[src/include/sto_pkg.sv]
// constants, register map and types of the safe torque off interlock
package sto_pkg;
  localparam int CLK_HZ           = 25_000_000;
  localparam int FILTER_TIME_US   = 500;
  localparam int FILTER_CYCLES    = FILTER_TIME_US * (CLK_HZ / 1_000_000);
  localparam int MS_TIME_US       = 1000;
  localparam int MS_CYCLES        = MS_TIME_US * (CLK_HZ / 1_000_000);
  localparam int MISMATCH_TIME_MS = 10_000;
  localparam int RESPONSE_TIME_MS = 20;

  localparam logic [11:0] CMD_OFFSET    = 12'h000;
  localparam logic [11:0] CFG_OFFSET    = 12'h004;
  localparam logic [11:0] STATUS_OFFSET = 12'h008;

  localparam int CMD_SERVO_ON_BIT    = 0;
  localparam int CMD_ALARM_RESET_BIT = 2;
  localparam int CMD_UTIL_CANCEL_BIT = 3;

  localparam int CFG_DB_ENABLE_BIT   = 0;
  localparam int CFG_UTIL_ACTIVE_BIT = 1;
  localparam int CFG_DELAY_LSB       = 16;
  localparam int CFG_DELAY_W         = 16;
  localparam logic [31:0] CFG_RESET  = 32'h0000_0001;

  typedef enum logic [1:0] {
    sto_st_base_blocked = 2'b00,
    sto_st_running      = 2'b01,
    sto_st_hw_blocked   = 2'b10
  } sto_state_type;
endpackage

[src/include/sto_chan_if.sv]
// filtered level of one safety channel, passed from its filter to the core
`timescale 1ns/1ps
interface sto_chan_if;
  logic off_level;
  modport filt (output off_level);
  modport core (input off_level);
endinterface // sto_chan_if

[src/rtl/sto_input_filter.sv]
// synchroniser and short off-pulse rejection for one safety channel
`timescale 1ns/1ps
module sto_input_filter #(
  parameter int CYCLES = sto_pkg::FILTER_CYCLES
) (
  input  wire logic clock,
  input  wire logic rst,
  input  wire logic pin_n,
  sto_chan_if.filt  chan
);
  import sto_pkg::*;

  logic        sync1_reg;
  logic        sync2_reg;
  logic [15:0] cnt_reg;
  logic [15:0] cnt_next;
  logic        off_reg;
  logic        off_next;

  // off must last longer than the limit; on is taken at once
  always_comb begin
    cnt_next = cnt_reg;
    off_next = off_reg;
    if (!sync2_reg) begin
      cnt_next = 16'h0000;
      off_next = 1'b0;
    end else if (cnt_reg >= 16'(CYCLES)) begin
      off_next = 1'b1;
    end else begin
      cnt_next = cnt_reg + 16'h0001;
    end
  end

  // resets to off so the drive starts blocked
  always_ff @(posedge clock) begin
    if (rst) begin
      sync1_reg <= 1'b1;
      sync2_reg <= 1'b1;
      cnt_reg   <= 16'h0000;
      off_reg   <= 1'b1;
    end else begin
      sync1_reg <= pin_n;
      sync2_reg <= sync1_reg;
      cnt_reg   <= cnt_next;
      off_reg   <= off_next;
    end
  end

  assign chan.off_level = off_reg;
endmodule // sto_input_filter

[src/rtl/sto_interlock.sv]
// dual-channel safe torque off interlock with apb control registers
//
// Decided for this implementation: the APB slave port and the address map.
`timescale 1ns/1ps
module sto_interlock #(
  parameter int FILTER_CYCLES = sto_pkg::FILTER_CYCLES,
  parameter int MS_CYCLES     = sto_pkg::MS_CYCLES,
  parameter int MISMATCH_MS   = sto_pkg::MISMATCH_TIME_MS
) (
  input  wire logic        clock,
  input  wire logic        rst,
  input  wire logic        psel,
  input  wire logic        penable,
  input  wire logic        pwrite,
  input  wire logic [11:0] paddr,
  input  wire logic [31:0] pwdata,
  output logic [31:0]      prdata,
  output logic             pready,
  output logic             pslverr,
  input  wire logic        safety_in_a_n,
  input  wire logic        safety_in_b_n,
  input  wire logic        main_power_ok,
  output logic             motor_power_en,
  output logic             brake_release_out,
  output logic             dyn_brake_out,
  output logic             safety_monitor_out,
  output logic             dual_channel_timing_alarm
);
  import sto_pkg::*;

  sto_chan_if chan_a ();
  sto_chan_if chan_b ();
  logic       ms_tick;

  sto_input_filter #(.CYCLES(FILTER_CYCLES)) u_filter_a (
    .clock (clock),
    .rst   (rst),
    .pin_n (safety_in_a_n),
    .chan  (chan_a)
  );
  sto_input_filter #(.CYCLES(FILTER_CYCLES)) u_filter_b (
    .clock (clock),
    .rst   (rst),
    .pin_n (safety_in_b_n),
    .chan  (chan_b)
  );
  sto_tick_div #(.DIV(MS_CYCLES)) u_ms_div (
    .clock (clock),
    .rst   (rst),
    .tick  (ms_tick)
  );

  sto_state_type state_reg;
  sto_state_type state_next;
  logic [31:0]   cfg_reg;
  logic [31:0]   cfg_next;
  logic [31:0]   prdata_reg;
  logic [31:0]   prdata_next;
  logic          son_pend_reg;
  logic          son_pend_next;
  logic          util_lock_reg;
  logic          util_lock_next;
  logic          power_reg;
  logic          power_next;
  logic          brake_reg;
  logic          brake_next;
  logic [15:0]   brake_cnt_reg;
  logic [15:0]   brake_cnt_next;
  logic          dyn_reg;
  logic          dyn_next;
  logic          monitor_reg;
  logic          monitor_next;
  logic [13:0]   mm_cnt_reg;
  logic [13:0]   mm_cnt_next;
  logic          alarm_reg;
  logic          alarm_next;

  logic          off_a;
  logic          off_b;
  logic          blocked;
  logic          mismatch;
  logic          access;
  logic          mapped;
  logic          cmd_write;
  logic          cmd_son;
  logic          cmd_other;
  logic          alarm_clr;
  logic          util_cancel;
  logic          util_active;
  logic [31:0]   status_word;

  assign off_a       = chan_a.off_level;
  assign off_b       = chan_b.off_level;
  assign blocked     = off_a | off_b;
  assign mismatch    = off_a ^ off_b;
  assign access      = psel & penable;
  assign mapped      = (paddr == CMD_OFFSET) | (paddr == CFG_OFFSET)
                       | (paddr == STATUS_OFFSET);
  assign cmd_write   = access & pwrite & (paddr == CMD_OFFSET);
  assign cmd_son     = cmd_write & pwdata[CMD_SERVO_ON_BIT];
  // any command word without servo on counts as servo off or other
  assign cmd_other   = cmd_write & ~pwdata[CMD_SERVO_ON_BIT];
  assign alarm_clr   = cmd_write & pwdata[CMD_ALARM_RESET_BIT];
  assign util_cancel = cmd_write & pwdata[CMD_UTIL_CANCEL_BIT];
  assign util_active = cfg_reg[CFG_UTIL_ACTIVE_BIT];

  assign status_word = {20'h00000, main_power_ok, son_pend_reg, util_lock_reg, dyn_reg,
                        brake_reg, power_reg, alarm_reg, monitor_reg, off_b, off_a,
                        state_reg};

  always_comb begin
    state_next     = state_reg;
    son_pend_next  = son_pend_reg;
    cfg_next       = cfg_reg;
    prdata_next    = prdata_reg;
    brake_cnt_next = brake_cnt_reg;
    brake_next     = brake_reg;
    mm_cnt_next    = mm_cnt_reg;

    // read data is caught in the setup cycle so pready can stay high
    if (psel & ~penable & ~pwrite) begin
      unique case (paddr)
        CFG_OFFSET:    prdata_next = cfg_reg;
        STATUS_OFFSET: prdata_next = status_word;
        default:       prdata_next = 32'h0000_0000;
      endcase
    end
    if (access & pwrite & (paddr == CFG_OFFSET)) begin
      cfg_next = pwdata;
    end

    // utility mode grants no exemption; a utility caught by blocking stays locked
    util_lock_next = (blocked & util_active) | (util_lock_reg & ~util_cancel);

    unique case (state_reg)
      sto_st_base_blocked: begin
        if (blocked) begin
          state_next = sto_st_hw_blocked;
        end else if (cmd_son & ~util_lock_reg) begin
          state_next = sto_st_running;
        end
      end
      sto_st_running: begin
        if (blocked) begin
          state_next = sto_st_hw_blocked;
        end else if (cmd_other) begin
          state_next = sto_st_base_blocked;
        end
      end
      sto_st_hw_blocked: begin
        // main power is not looked at: only commands leave this state
        if (blocked) begin
          son_pend_next = son_pend_reg | cmd_son;
        end else if (cmd_other) begin
          state_next    = sto_st_base_blocked;
          son_pend_next = 1'b0;
        end else if (cmd_son & ~son_pend_reg & ~util_lock_reg) begin
          state_next = sto_st_running;
        end else if (cmd_son) begin
          son_pend_next = 1'b1;
        end
      end
      default: begin
        state_next = sto_st_hw_blocked;
      end
    endcase

    power_next   = (state_next == sto_st_running);
    dyn_next     = (state_next == sto_st_hw_blocked) & cfg_reg[CFG_DB_ENABLE_BIT];
    monitor_next = off_a & off_b;

    // brake holds for the set delay after servo off, but never after blocking
    if (blocked) begin
      brake_next     = 1'b0;
      brake_cnt_next = 16'h0000;
    end else if (state_next == sto_st_running) begin
      brake_next     = 1'b1;
      brake_cnt_next = cfg_reg[CFG_DELAY_LSB +: CFG_DELAY_W];
    end else if (brake_cnt_reg == 16'h0000) begin
      brake_next = 1'b0;
    end else if (ms_tick) begin
      brake_cnt_next = brake_cnt_reg - 16'h0001;
    end

    // one extra tick makes the wait at least the full time despite tick phase
    if (!mismatch) begin
      mm_cnt_next = 14'h0000;
    end else if (ms_tick & (mm_cnt_reg < 14'(MISMATCH_MS))) begin
      mm_cnt_next = mm_cnt_reg + 14'h0001;
    end
    alarm_next = (mismatch & ms_tick & (mm_cnt_reg == 14'(MISMATCH_MS)))
                 | (alarm_reg & ~alarm_clr);
  end

  always_ff @(posedge clock) begin
    if (rst) begin
      state_reg     <= sto_st_hw_blocked;
      cfg_reg       <= CFG_RESET;
      prdata_reg    <= 32'h0000_0000;
      son_pend_reg  <= 1'b0;
      util_lock_reg <= 1'b0;
      power_reg     <= 1'b0;
      brake_reg     <= 1'b0;
      brake_cnt_reg <= 16'h0000;
      dyn_reg       <= 1'b0;
      monitor_reg   <= 1'b0;
      mm_cnt_reg    <= 14'h0000;
      alarm_reg     <= 1'b0;
    end else begin
      state_reg     <= state_next;
      cfg_reg       <= cfg_next;
      prdata_reg    <= prdata_next;
      son_pend_reg  <= son_pend_next;
      util_lock_reg <= util_lock_next;
      power_reg     <= power_next;
      brake_reg     <= brake_next;
      brake_cnt_reg <= brake_cnt_next;
      dyn_reg       <= dyn_next;
      monitor_reg   <= monitor_next;
      mm_cnt_reg    <= mm_cnt_next;
      alarm_reg     <= alarm_next;
    end
  end

  assign prdata                    = prdata_reg;
  assign pready                    = 1'b1;
  assign pslverr                   = access & ~mapped;
  assign motor_power_en            = power_reg;
  assign brake_release_out         = brake_reg;
  assign dyn_brake_out             = dyn_reg;
  assign safety_monitor_out        = monitor_reg;
  assign dual_channel_timing_alarm = alarm_reg;
endmodule // sto_interlock

[src/rtl/sto_tick_div.sv]
// divider giving a one-cycle enable pulse every div clock cycles
`timescale 1ns/1ps
module sto_tick_div #(
  parameter int DIV = sto_pkg::MS_CYCLES
) (
  input  wire logic clock,
  input  wire logic rst,
  output logic      tick
);
  import sto_pkg::*;

  logic [15:0] cnt_reg;
  logic [15:0] cnt_next;
  logic        tick_reg;
  logic        tick_next;

  always_comb begin
    tick_next = 1'b0;
    cnt_next  = cnt_reg + 16'h0001;
    if (cnt_reg >= 16'(DIV - 1)) begin
      cnt_next  = 16'h0000;
      tick_next = 1'b1;
    end
  end

  always_ff @(posedge clock) begin
    if (rst) begin
      cnt_reg  <= 16'h0000;
      tick_reg <= 1'b0;
    end else begin
      cnt_reg  <= cnt_next;
      tick_reg <= tick_next;
    end
  end

  assign tick = tick_reg;
endmodule // sto_tick_div

[config.mk]
export PLATFORM = sky130hd
export DESIGN_NAME = sto_interlock
export DESIGN_NICKNAME = d
export VERILOG_FILES = /design/src/include/sto_pkg.sv /design/src/include/sto_chan_if.sv /design/src/rtl/sto_input_filter.sv /design/src/rtl/sto_interlock.sv /design/src/rtl/sto_tick_div.sv
export SDC_FILE = /design/constraint.sdc
export NUM_CORES = 1
export LEC_CHECK = 0
export BUFFER_PORTS_ARGS = -buffer_cell sky130_fd_sc_hd__buf_2
export CAP_MARGIN = 20
export CORE_ASPECT_RATIO = 0.5
export CORE_UTILIZATION = 52
export DETAILED_ROUTE_END_ITERATION = 8
export PLACE_DENSITY_LB_ADDON = 0.25
export REMOVE_ABC_BUFFERS = 1
export SLEW_MARGIN = 15
export SYNTH_ARGS = -nofsm -noshare
export SYNTH_HDL_FRONTEND = slang
export SYNTH_SLANG_ARGS = --single-unit
[constraint.sdc]
create_clock -name clock -period 2.2 [get_ports clock]
set_input_delay 0.11 -clock clock [delete_from_list [all_inputs] [get_ports clock]]
set_output_delay 0.11 -clock clock [all_outputs]
set_load 0.005 [all_outputs]
# ---- Yosys cells after proc, flatten, opt, wreduce, memory -nomap -nowiden
# Cells that the tools add are included.
dict set report totals {
  latch_bits 0
  mem_bits_ro 0
  output_inout_bits 39
  in_bits 52
  regBits 158
  mem_count 0
  ramBits 0
}
dict set report op_classes {
  n_reduce_logical 13
  n_lt_le_gt_ge 4
  n_eq_ne 11
  multipliers 0
  n_addsub 5
  n_shift 0
  bitwise_logic 40
  mux 23
  div 0
}
# operator count
set op_table {}
lappend op_table {{$pmux 32 s2} 1}
lappend op_table {{$add 16x1->16 const B} 3}
lappend op_table {{$mux 16} 3}
lappend op_table {{$ge 16x14->1 const B} 2}
lappend op_table {{$and 1x1->1} 22}
lappend op_table {{$ge 16x15->1 const B} 1}
lappend op_table {{$logic_not 16->1} 1}
lappend op_table {{$sub 16x1->16 const B} 1}
lappend op_table {{$add 14x1->14 const B} 1}
lappend op_table {{$eq 14x14->1 const B} 1}
lappend op_table {{$lt 14x14->1 const B} 1}
lappend op_table {{$mux 2} 7}
lappend op_table {{$eq 12x3->1 const B} 1}
lappend op_table {{$eq 12x4->1 const B} 1}
lappend op_table {{$logic_not 12->1} 1}
lappend op_table {{$mux 1} 11}
lappend op_table {{$not 1->1} 11}
lappend op_table {{$reduce_or 2->1} 5}
lappend op_table {{$ne 2x2->1 const B} 3}
lappend op_table {{$or 1x1->1} 6}
lappend op_table {{$pmux 2 s3} 1}
lappend op_table {{$eq 2x1->1 const B} 2}
lappend op_table {{$eq 2x2->1 const B} 2}
lappend op_table {{$reduce_bool 2->1} 2}
lappend op_table {{other kinds (6)} 6}

# ---- Logic depth before layout (Yosys ltp)
# Gate-level depths: netlist (run 1).
dict set report depth {
  word_depth 13
  ltp_mapped 8
  ltp_nobuf 7
}

# ---- Hierarchy
# Synthesis (run 1) repeated with hierarchy kept, for this count alone.
dict set report unflattened {
  cells_unflattened 806
  area_unflattened_um2 7033.0
}
# module seq_area_each_um2 cells_each area_each_um2 instances
set by_module_without_submodules {}
lappend by_module_without_submodules {sto_interlock 2062.0 522 4446.8 1}
lappend by_module_without_submodules {sto_input_filter 380.4 102 910.9 2}
lappend by_module_without_submodules {sto_tick_div 340.3 80 764.5 1}

# ---- Worst setup path before layout (run 1)
# No wires, ideal clock.
dict set report synth_timing {
  kind {register -> register}
  from {register brake_cnt_reg[5]}
  to {register brake_cnt_reg[14]}
  stages_incl_launch_ff 8
  arrival_ns 1.980
  required_ns 2.064
  slack_ns 0.084
  synth_period_minus_slack_ns 2.116
  setup_ns 0.136
  path_cell_list {dfxtp_1 or3_1 buf_6 or4_4 or3_4 nor3_4 xnor2_1 a211oi_2}
}
dict set report synth_between {
  elab_chain_len 4
  word_cells_on_any_way 7
}
# item line
set synth_rtl {}
lappend synth_rtl {{start, declared} sto_interlock.sv:67} ;# logic [15:0] brake_cnt_reg;
lappend synth_rtl {{start signal, assigned} sto_interlock.sv:217} ;# brake_cnt_reg <= brake_cnt_next;
lappend synth_rtl {{$sub 16x1->16} sto_interlock.sv:182} ;# brake_cnt_next = brake_cnt_reg - 16'h0001;
lappend synth_rtl {{$mux 16} sto_interlock.sv:181} ;# end else if (ms_tick) begin
lappend synth_rtl {{$mux 16} sto_interlock.sv:179} ;# end else if (brake_cnt_reg == 16'h0000) begin
lappend synth_rtl {{$mux 16} sto_interlock.sv:176} ;# end else if (state_next == sto_st_running) begin
# Several ways; a longest one is shown, not always the timed one. The select of a mux whose other input is x is not followed.
# A chain may end at the register's enable or synchronous reset.

# ---- Worst setup path after layout (run 1)
# Same ends and word-level chain as after synthesis.

==> out/qor.csv, run 1 <==
stage,metric,value,unit
sta,final_hold_viol_count,0,
global_route,grt_overflow_total,0,
setup_path,r2r_start,brake_cnt_reg[5]$_SDFFE_PP0P_,
power,power_density,732,nW/um^2
route,route.detailed.wl_per_inst,14.0,um
setup_path,crit_path_frequent_cell,or3_4,
setup_path,critPathArrivalTime,2.37,ns
sta,slew_headroom,0.274,
synth,async_flop_share,0,
final_layout,syn_to_final_growth,23.4,%
sta,rsz_0062_raised_after_global_routing,false,
setup_path,critical_path.reg2reg.endpoint,brake_cnt_reg[14]$_SDFFE_PP0P_,
synth,distinct_cell_type_count_of_the_synthesized_netlist,53,
floorplanning,initial_util,0.547,
final_layout,layout.nets,966,
route,routedLengthMet1,7110,um
route,wl_met3,467,um
min_path,hp-start,rst,
synth,synth_sequential_area_ratio,0.477,
clock_tree,numCtsBuffers,17,
floorplanning,die_area,13200,um^2
synth,number_of_warnings_printed_during_yosys_synthesis,0,
synth,syn-mean-instance-area,8.44,um^2
setup_path,required_time_reported_for_the_critical_path_endpoint,2.46,ns
run,drv_cap,0,
final_layout,drive_above_1_share,0.171,
setup_path,start_kind,flop,
global_route,grt_max_degree,53,
sta,slew_violations,0,
route,final_antenna_net_count,0,
route,topRoutingLayerUsed,met4,
route,wl_met2,7430,um
clock_tree,clock-sinks,158,
place,io_buffers,89,
sta,period_share,0.956,
synth,synth_instances,786,
setup_path,timing.critical_path.cells,"or3_4, or4_4, or3_4, nor3_4, xnor2_1, a211oi_2",
global_route,antenna_violations_before_repair,0,
min_path,min-delay-path-class,primary input to flop,
route,via_count,5818,
route,drt_wl_total,15100,um
setup_path,r2r_slack,0.1,ns
route,drt_pass1_iterations,5,
clock_tree,clk_pin_slew_worst_paths,0.06,ns
sta,achievable-frequency,475,MHz
sta,final.setup_skew,0.00939,ns
clock_tree,clock-root-buffer,clkbuf_16,
clock_tree,worstSkewPairLatency,0.41,ns
min_path,whs_path_depth,2,
final_layout,fillers,995,
floorplanning,num_io_pins,91,
synth,synth-main-ff-cell,dfxtp_1,
global_route,grt_use_total,0.240,
sta,worst_hold_margin,0.0497,ns
setup_path,critPathSlowestCell,or4_4,
synth,ys_ff_latch,158,
sta,setup-violations-final,0,
place,dpl_cell_area,7250,um^2
min_path,whs_endpoint,u_ms_div.tick$_SDFF_PP0_,
place,dp.final_hpwl,9660,um
floorplanning,floorplan.die.width,162,um
setup_path,timing.critical_path.fanout_max,5,
place,gp_congestion,0.920,
setup_path,critPathCaptureType,flop,
final_layout,diodes,0,
sta,period_needed,2.10,ns
route,avgViaCountPerCell,5.38,
power,irDropWorstVdd,0.492,mV
sta,tightestPinTransition,1.09,ns
synth,number_of_flops_mapped_to_enable_cells_by_yosys,0,
final_layout,fin_area,8180,um^2
clock_tree,cts_tree,done,
power,static-leakage-power,3.17,nW
global_route,grt_pass1_vias,5477,
setup_path,critPathMaxStageDelay,0.50,ns
route,initialDrtViolationCount,345,
setup_path,ff2ff_path_depth,6,
setup_path,worst_setup_path_class,flop to flop,
clock_tree,cts_max_level,4,
floorplanning,die-height,81.8,um
power,fin_total_pwr,5.99,mW
floorplanning,core.rowCount,28,
clock_tree,clockBufferDepth,2,
floorplanning,core_region_area,12100,um^2
synth,post_synth_instance_area,6630,um^2
global_route,grt_pass1_wl,25300,um
route,post-route-drc-count,0,
status,run_status,finished clean,
[per-stage QoR]
stage | instances | worst slack [ns] | util | TNS [ns]
2_1_floorplan | 744 | -0.222 | - | -2.49
3_3_place_gp | 1015 | 0.147 | 0.598 | 0
3_5_place_dp | 1015 | 0.106 | 0.598 | 0
4_1_cts | 1081 | 0.0768 | 0.674 | 0
5_1_grt | 1082 | 0.00804 | 0.675 | 0
6_report | 1082 | 0.0969 | 0.675 | 0
[metal layers]
layer | up-vias | GRT usage
li1 | 2943 | -
met1 | 2756 | 0.293
met2 | 109 | 0.432
met3 | 10 | 0.0434
met4 | 0 | 0.0858
met5 | - | 0
[cell usage after synthesis, types with 4 or more instances]
library cell	number	share of area
dfxtp_1	158	0.48
nor2_1	126	0.071
nand2_1	101	0.057
a21oi_1	52	0.039
clkbuf_1	40	0.023
xnor2_1	33	0.044
a22oi_1	32	0.036
inv_1	23	0.013
nand3_1	21	0.016
nor3_1	18	0.014
o21ai_0	16	0.012
a22o_1	13	0.017
and3_1	12	0.011
xor2_1	12	0.016
a211oi_1	11	0.012
ha_1	10	0.019
nor4_1	10	0.0094
or3_1	10	0.0094
nand2b_1	8	0.0075
nand4_1	8	0.0075
or2_2	8	0.0075
a311oi_1	6	0.0079
nor2b_1	6	0.0057
and4_1	5	0.0066
a21o_1	4	0.0045
a31oi_1	4	0.0038
[power breakdown]
group | leakage (nW) | switching (mW) | internal, mW | total (mW)
clock network | 0.264 | 1.23 | 1.61 | 2.84
logic | 1.63 | 0.132 | 0.121 | 0.253
registers | 1.28 | 0.0228 | 2.88 | 2.90
total | 3.17 | 1.38 | 4.61 | 5.99
[layout make-up]
type	count	area (um^2)	area share
inverters	23	86.3	0.0105
multi-input cells	563	3220	0.394
clock buffers	18	439	0.0537
flip-flops and latches	158	3160	0.386
clock inverters	14	135	0.0165
well taps	165	206	0.0252
repair buffers	141	933	0.114
[critical path, delay by kind of cell, from the launching register on]
family / cells / cell delay (ns)
xor+xnor: 1 / 0.16
simple gates: 4 / 1.36
compound gates: 1 / 0.09
flops: 1 / 0.34
[cell usage in the layout, fill, tap and decap left out, types with 5 or more instances in the layout]
cell | synthesis | layout
dlygate4sd3_1 | 0 | 34
buf_2 | 0 | 89
nand3_1 | 21 | 21
nor2b_1 | 6 | 6
nor4_1 | 10 | 10
a311oi_1 | 6 | 6
nor2_1 | 126 | 126
nand2b_1 | 8 | 8
xnor2_1 | 33 | 33
o21ai_0 | 16 | 16
nor3_1 | 18 | 18
a22o_1 | 13 | 13
nand2_1 | 101 | 101
xor2_1 | 12 | 12
inv_1 | 23 | 23
a21oi_1 | 52 | 51
clkbuf_16 | 0 | 17
and4_1 | 5 | 5
a211oi_1 | 11 | 11
buf_4 | 1 | 17
a22oi_1 | 32 | 32
or3_1 | 10 | 9
clkinvlp_4 | 0 | 6
ha_1 | 10 | 10
nand4_1 | 8 | 8
and3_1 | 12 | 12
dfxtp_1 | 158 | 158
or2_2 | 8 | 8
[cells by family (layout without fill, tap and decap cells)]
group                      count (synthesis)  after routing  synth area share
xor gates and xnor gates                  45             45            0.0594
AOI/OAI and AO/OA                        156            156             0.157
muxes                                      4              4           0.00623
buffers and inverters                     65            196            0.0385
DFF                                      158            158             0.477
and+or+nand+nor                          346            346             0.242
adders and majority gates                 10             10            0.0189
other                                      2              2           0.00113
[how the worst max path moves through the flow]
stage                                   from                             end  depth (start not counted)
5_1_grt        brake_cnt_reg[5]$_SDFFE_PP0P_  brake_cnt_reg[14]$_SDFFE_PP0P_                          6
3_3_place_gp   brake_cnt_reg[5]$_SDFFE_PP0P_  brake_cnt_reg[14]$_SDFFE_PP0P_                          6
2_1_floorplan                       paddr[1]   brake_cnt_reg[4]$_SDFFE_PP0P_                          5
6_report       brake_cnt_reg[5]$_SDFFE_PP0P_  brake_cnt_reg[14]$_SDFFE_PP0P_                          6
4_1_cts        brake_cnt_reg[5]$_SDFFE_PP0P_  brake_cnt_reg[14]$_SDFFE_PP0P_                          6
3_5_place_dp   brake_cnt_reg[5]$_SDFFE_PP0P_  brake_cnt_reg[14]$_SDFFE_PP0P_                          6
[timing repair]
item,in CTS,in global routing
endpoints found under the hold margin,34,0
setup endpoints to repair,0,6
hold buffers,34,0
gates resized for setup,0,2
setup buffers,0,1
(Power assumes the default switching activity.)
==> inputs of run 2 (changes only) <==
--- a/config.mk
+++ b/config.mk
@@ -5,9 +5,11 @@
 export SDC_FILE = /design/constraint.sdc
 export NUM_CORES = 1
 export LEC_CHECK = 0
+export ABC_AREA = 0
 export BUFFER_PORTS_ARGS = -buffer_cell sky130_fd_sc_hd__buf_2
 export CAP_MARGIN = 20
 export CORE_ASPECT_RATIO = 0.5
+export CORE_MARGIN = 2
 export CORE_UTILIZATION = 52
 export DETAILED_ROUTE_END_ITERATION = 8
 export PLACE_DENSITY_LB_ADDON = 0.25
==> run 2 against run 1 <==
Against the previous run:
- sequential share of layout area shrank 0.27 points
- register-to-register slack about the same
- wire length rose by 0.54%
- clock skew fell by 0.0020 ns
- fmax about the same
- first-iteration DRC count fell by 19%
- highest routed layer unchanged
- core utilization shrank 1.9 points
- total power increased by 3.9%
- final area is 0.70% higher
==> out/qor.csv, run 2 (same netlist as run 1, synthesis figures left out) <==
stage,metric,value,unit
sta,worst_hold_margin,0.0812,ns
setup_path,worst_setup_path_class,flop to flop,
place,gp_congestion,0.848,
setup_path,timing.critical_path.max_delay_family,simple AND/OR/NAND/NOR gates,
place,placedCellCount,1022,
place,dp.final_hpwl,10100,um
min_path,min-delay-path-class,primary input to flop,
clock_tree,cts_max_level,4,
power,power.share.combinational,0.041,
setup_path,timing.critical_path.cells,"or3_4, or4_4, or3_4, nor3_4, xnor2_1, a211oi_2",
global_route,grt_pass1_vias,5613,
setup_path,critPathCaptureType,flop,
clock_tree,numCtsBuffers,17,
route,drt_pass1_iterations,5,
final_layout,post-route-util,0.656,
sta,achievable-frequency,476,MHz
global_route,grt_pass1_wl,25400,um
run,drv_cap,0,
setup_path,critPathArrivalTime,2.42,ns
setup_path,required_time_reported_for_the_critical_path_endpoint,2.52,ns
floorplanning,core.rowCount,29,
setup_path,critPathMaxStageDelay,0.49,ns
global_route,grt_use_total,0.226,
sta,slew_violations,0,
setup_path,start_kind,flop,
route,route.detailed.wl_per_inst,14.0,um
setup_path,buffers_plus_inverters_on_the_worst_setup_path,0,
setup_path,ff2ff_path_depth,6,
setup_path,crit_cells,6,
power,netSwitchingFraction,0.212,
sta,final_hold_viol_count,0,
setup_path,crit_path_frequent_cell,or3_4,
power,p_seq_frac,0.466,
global_route,grt_max_degree,34,
clock_tree,cts.repair_timing.setup_buffer_count,0,
sta,period_share,0.956,
global_route,grt_util_met1,0.276,
power,power_density,756,nW/um^2
setup_path,setup.worst_path.start,brake_cnt_reg[5]$_SDFFE_PP0P_,
status,run_status,finished clean,
power,power.clock.fraction,0.493,
final_layout,final_cell_mix,"158 x dfxtp_1, 126 x nor2_1, 101 x nand2_1",
place,dpl_cell_area,7270,um^2
route,post-route-drc-count,0,
sta,final.setup_skew,0.00735,ns
sta,slew_headroom,0.310,
sta,rsz_0062_raised_after_global_routing,false,
global_route,grt_util_met3,0.0522,
route,avgViaCountPerCell,5.34,
power,internal_power_contribution,4.91,mW
power,p_switching,1.32,mW
final_layout,final_non_filler_cells,1087,
final_layout,fin_area,8240,um^2
clock_tree,clockBufferDepth,2,
sta,tightestPinTransition,1.03,ns
setup_path,critPathSlowestCell,or4_4,
sta,setup-violations-final,0,
floorplanning,die-height,83.8,um
floorplanning,initial_util,0.528,
setup_path,r2r_start,brake_cnt_reg[5]$_SDFFE_PP0P_,
final_layout,drive_above_1_share,0.169,
setup_path,r2r_slack,0.1,ns
global_route,antenna_violations_before_repair,0,
route,initialDrtViolationCount,280,
setup_path,critical_path.reg2reg.endpoint,brake_cnt_reg[14]$_SDFFE_PP0P_,
global_route,global_route.peak_usage_layer,met2,
power,fin_total_pwr,6.23,mW
floorplanning,core_region_area,12600,um^2
floorplanning,num_io_pins,91,
power,irDropWorstVdd,0.560,mV
clock_tree,clock-sinks,158,
clock_tree,worstSkewPairLatency,0.41,ns
final_layout,layout.nets,967,
power,static-leakage-power,3.21,nW
clock_tree,clock-root-buffer,clkbuf_16,
place,io_buffers,89,
sta,period_needed,2.10,ns
final_layout,diodes,0,
floorplanning,die_area,13700,um^2
route,via_count,5806,
setup_path,setup.worst_path.end,brake_cnt_reg[14]$_SDFFE_PP0P_,
final_layout,layout_commonest_cell,dfxtp_1,
route,drt_wl_total,15200,um
global_route,grt_overflow_total,0,
clock_tree,cts_tree,done,
final_layout,syn_to_final_growth,24.3,%
setup_path,timing.critical_path.fanout_max,5,
clock_tree,clk_pin_slew_worst_paths,0.06,ns
floorplanning,floorplan.die.width,164,um
route,final_antenna_net_count,0,
global_route,grtUsageMet2,0.403,
==> run 2: worst min-delay path by stage <==
stage / slack (ns) / to / cells past startpoint / start
after global placement: 0.31 / u_filter_a.sync1_reg$_SDFF_PP1_ / 2 / safety_in_a_n
after floorplan: 0.18 / cfg_reg[10]$_SDFFE_PP0P_ / 1 / rst
after CTS: 0.07 / prdata[11]$_SDFFE_PP0P_ / 4 / main_power_ok
final: 0.08 / u_ms_div.tick$_SDFF_PP0_ / 2 / rst
after global routing: 0.1 / prdata[11]$_SDFFE_PP0P_ / 4 / main_power_ok
after detailed placement: 0.30 / u_filter_a.sync1_reg$_SDFF_PP1_ / 2 / safety_in_a_n
==> run 2: metrics by stage <==
step / setup WS (ns) / setup TNS [ns]
after CTS: 0.0774 / 0
after global routing: 0.00386 / 0
final: 0.0976 / 0
after floorplan: -0.222 / -2.49
after detailed placement: 0.0878 / 0
after global placement: 0.152 / 0
==> run 2: power by group through the flow <==
stage	clock network (mW)	logic [mW]	registers, mW
finish	3.07	0.255	2.90
global route	3.27	0.282	2.90
CTS	3.13	0.255	2.90
detailed placement	0	0.208	2.97
global placement	0	0.203	2.97
floorplan	0	0.0905	2.96
==> run 2: area by class of cell <==
cell class | instances | area (um^2)
flip-flops and latches | 158 | 3160
fillers | 1092 | 4310
well taps | 170 | 213
multi-input cells | 563 | 3220
clock inverters | 12 | 186
clock buffers | 19 | 433
inverters | 23 | 86.3
repair buffers | 142 | 941
==> run 2: routing by layer <==
metal  share of wire  up-vias
met3           0.040       17
li1                -     2944
met2            0.50      127
met1            0.45     2718
met4           0.013        0
met5               0        -
==> run 2: repair_timing <==
action | CTS | global route
endpoints found under the hold margin | 34 | 0
endpoints found under the setup margin | 0 | 2
hold buffers | 34 | 0
resized for setup | 0 | 2
==> run 2: worst register-to-register path, stage by stage, from the launching register on <==
cell      delay (ns)
dfxtp_1         0.34
or3_4           0.37
or4_4           0.49
or3_4           0.36
nor3_4          0.13
xnor2_1         0.09
a211oi_2        0.22
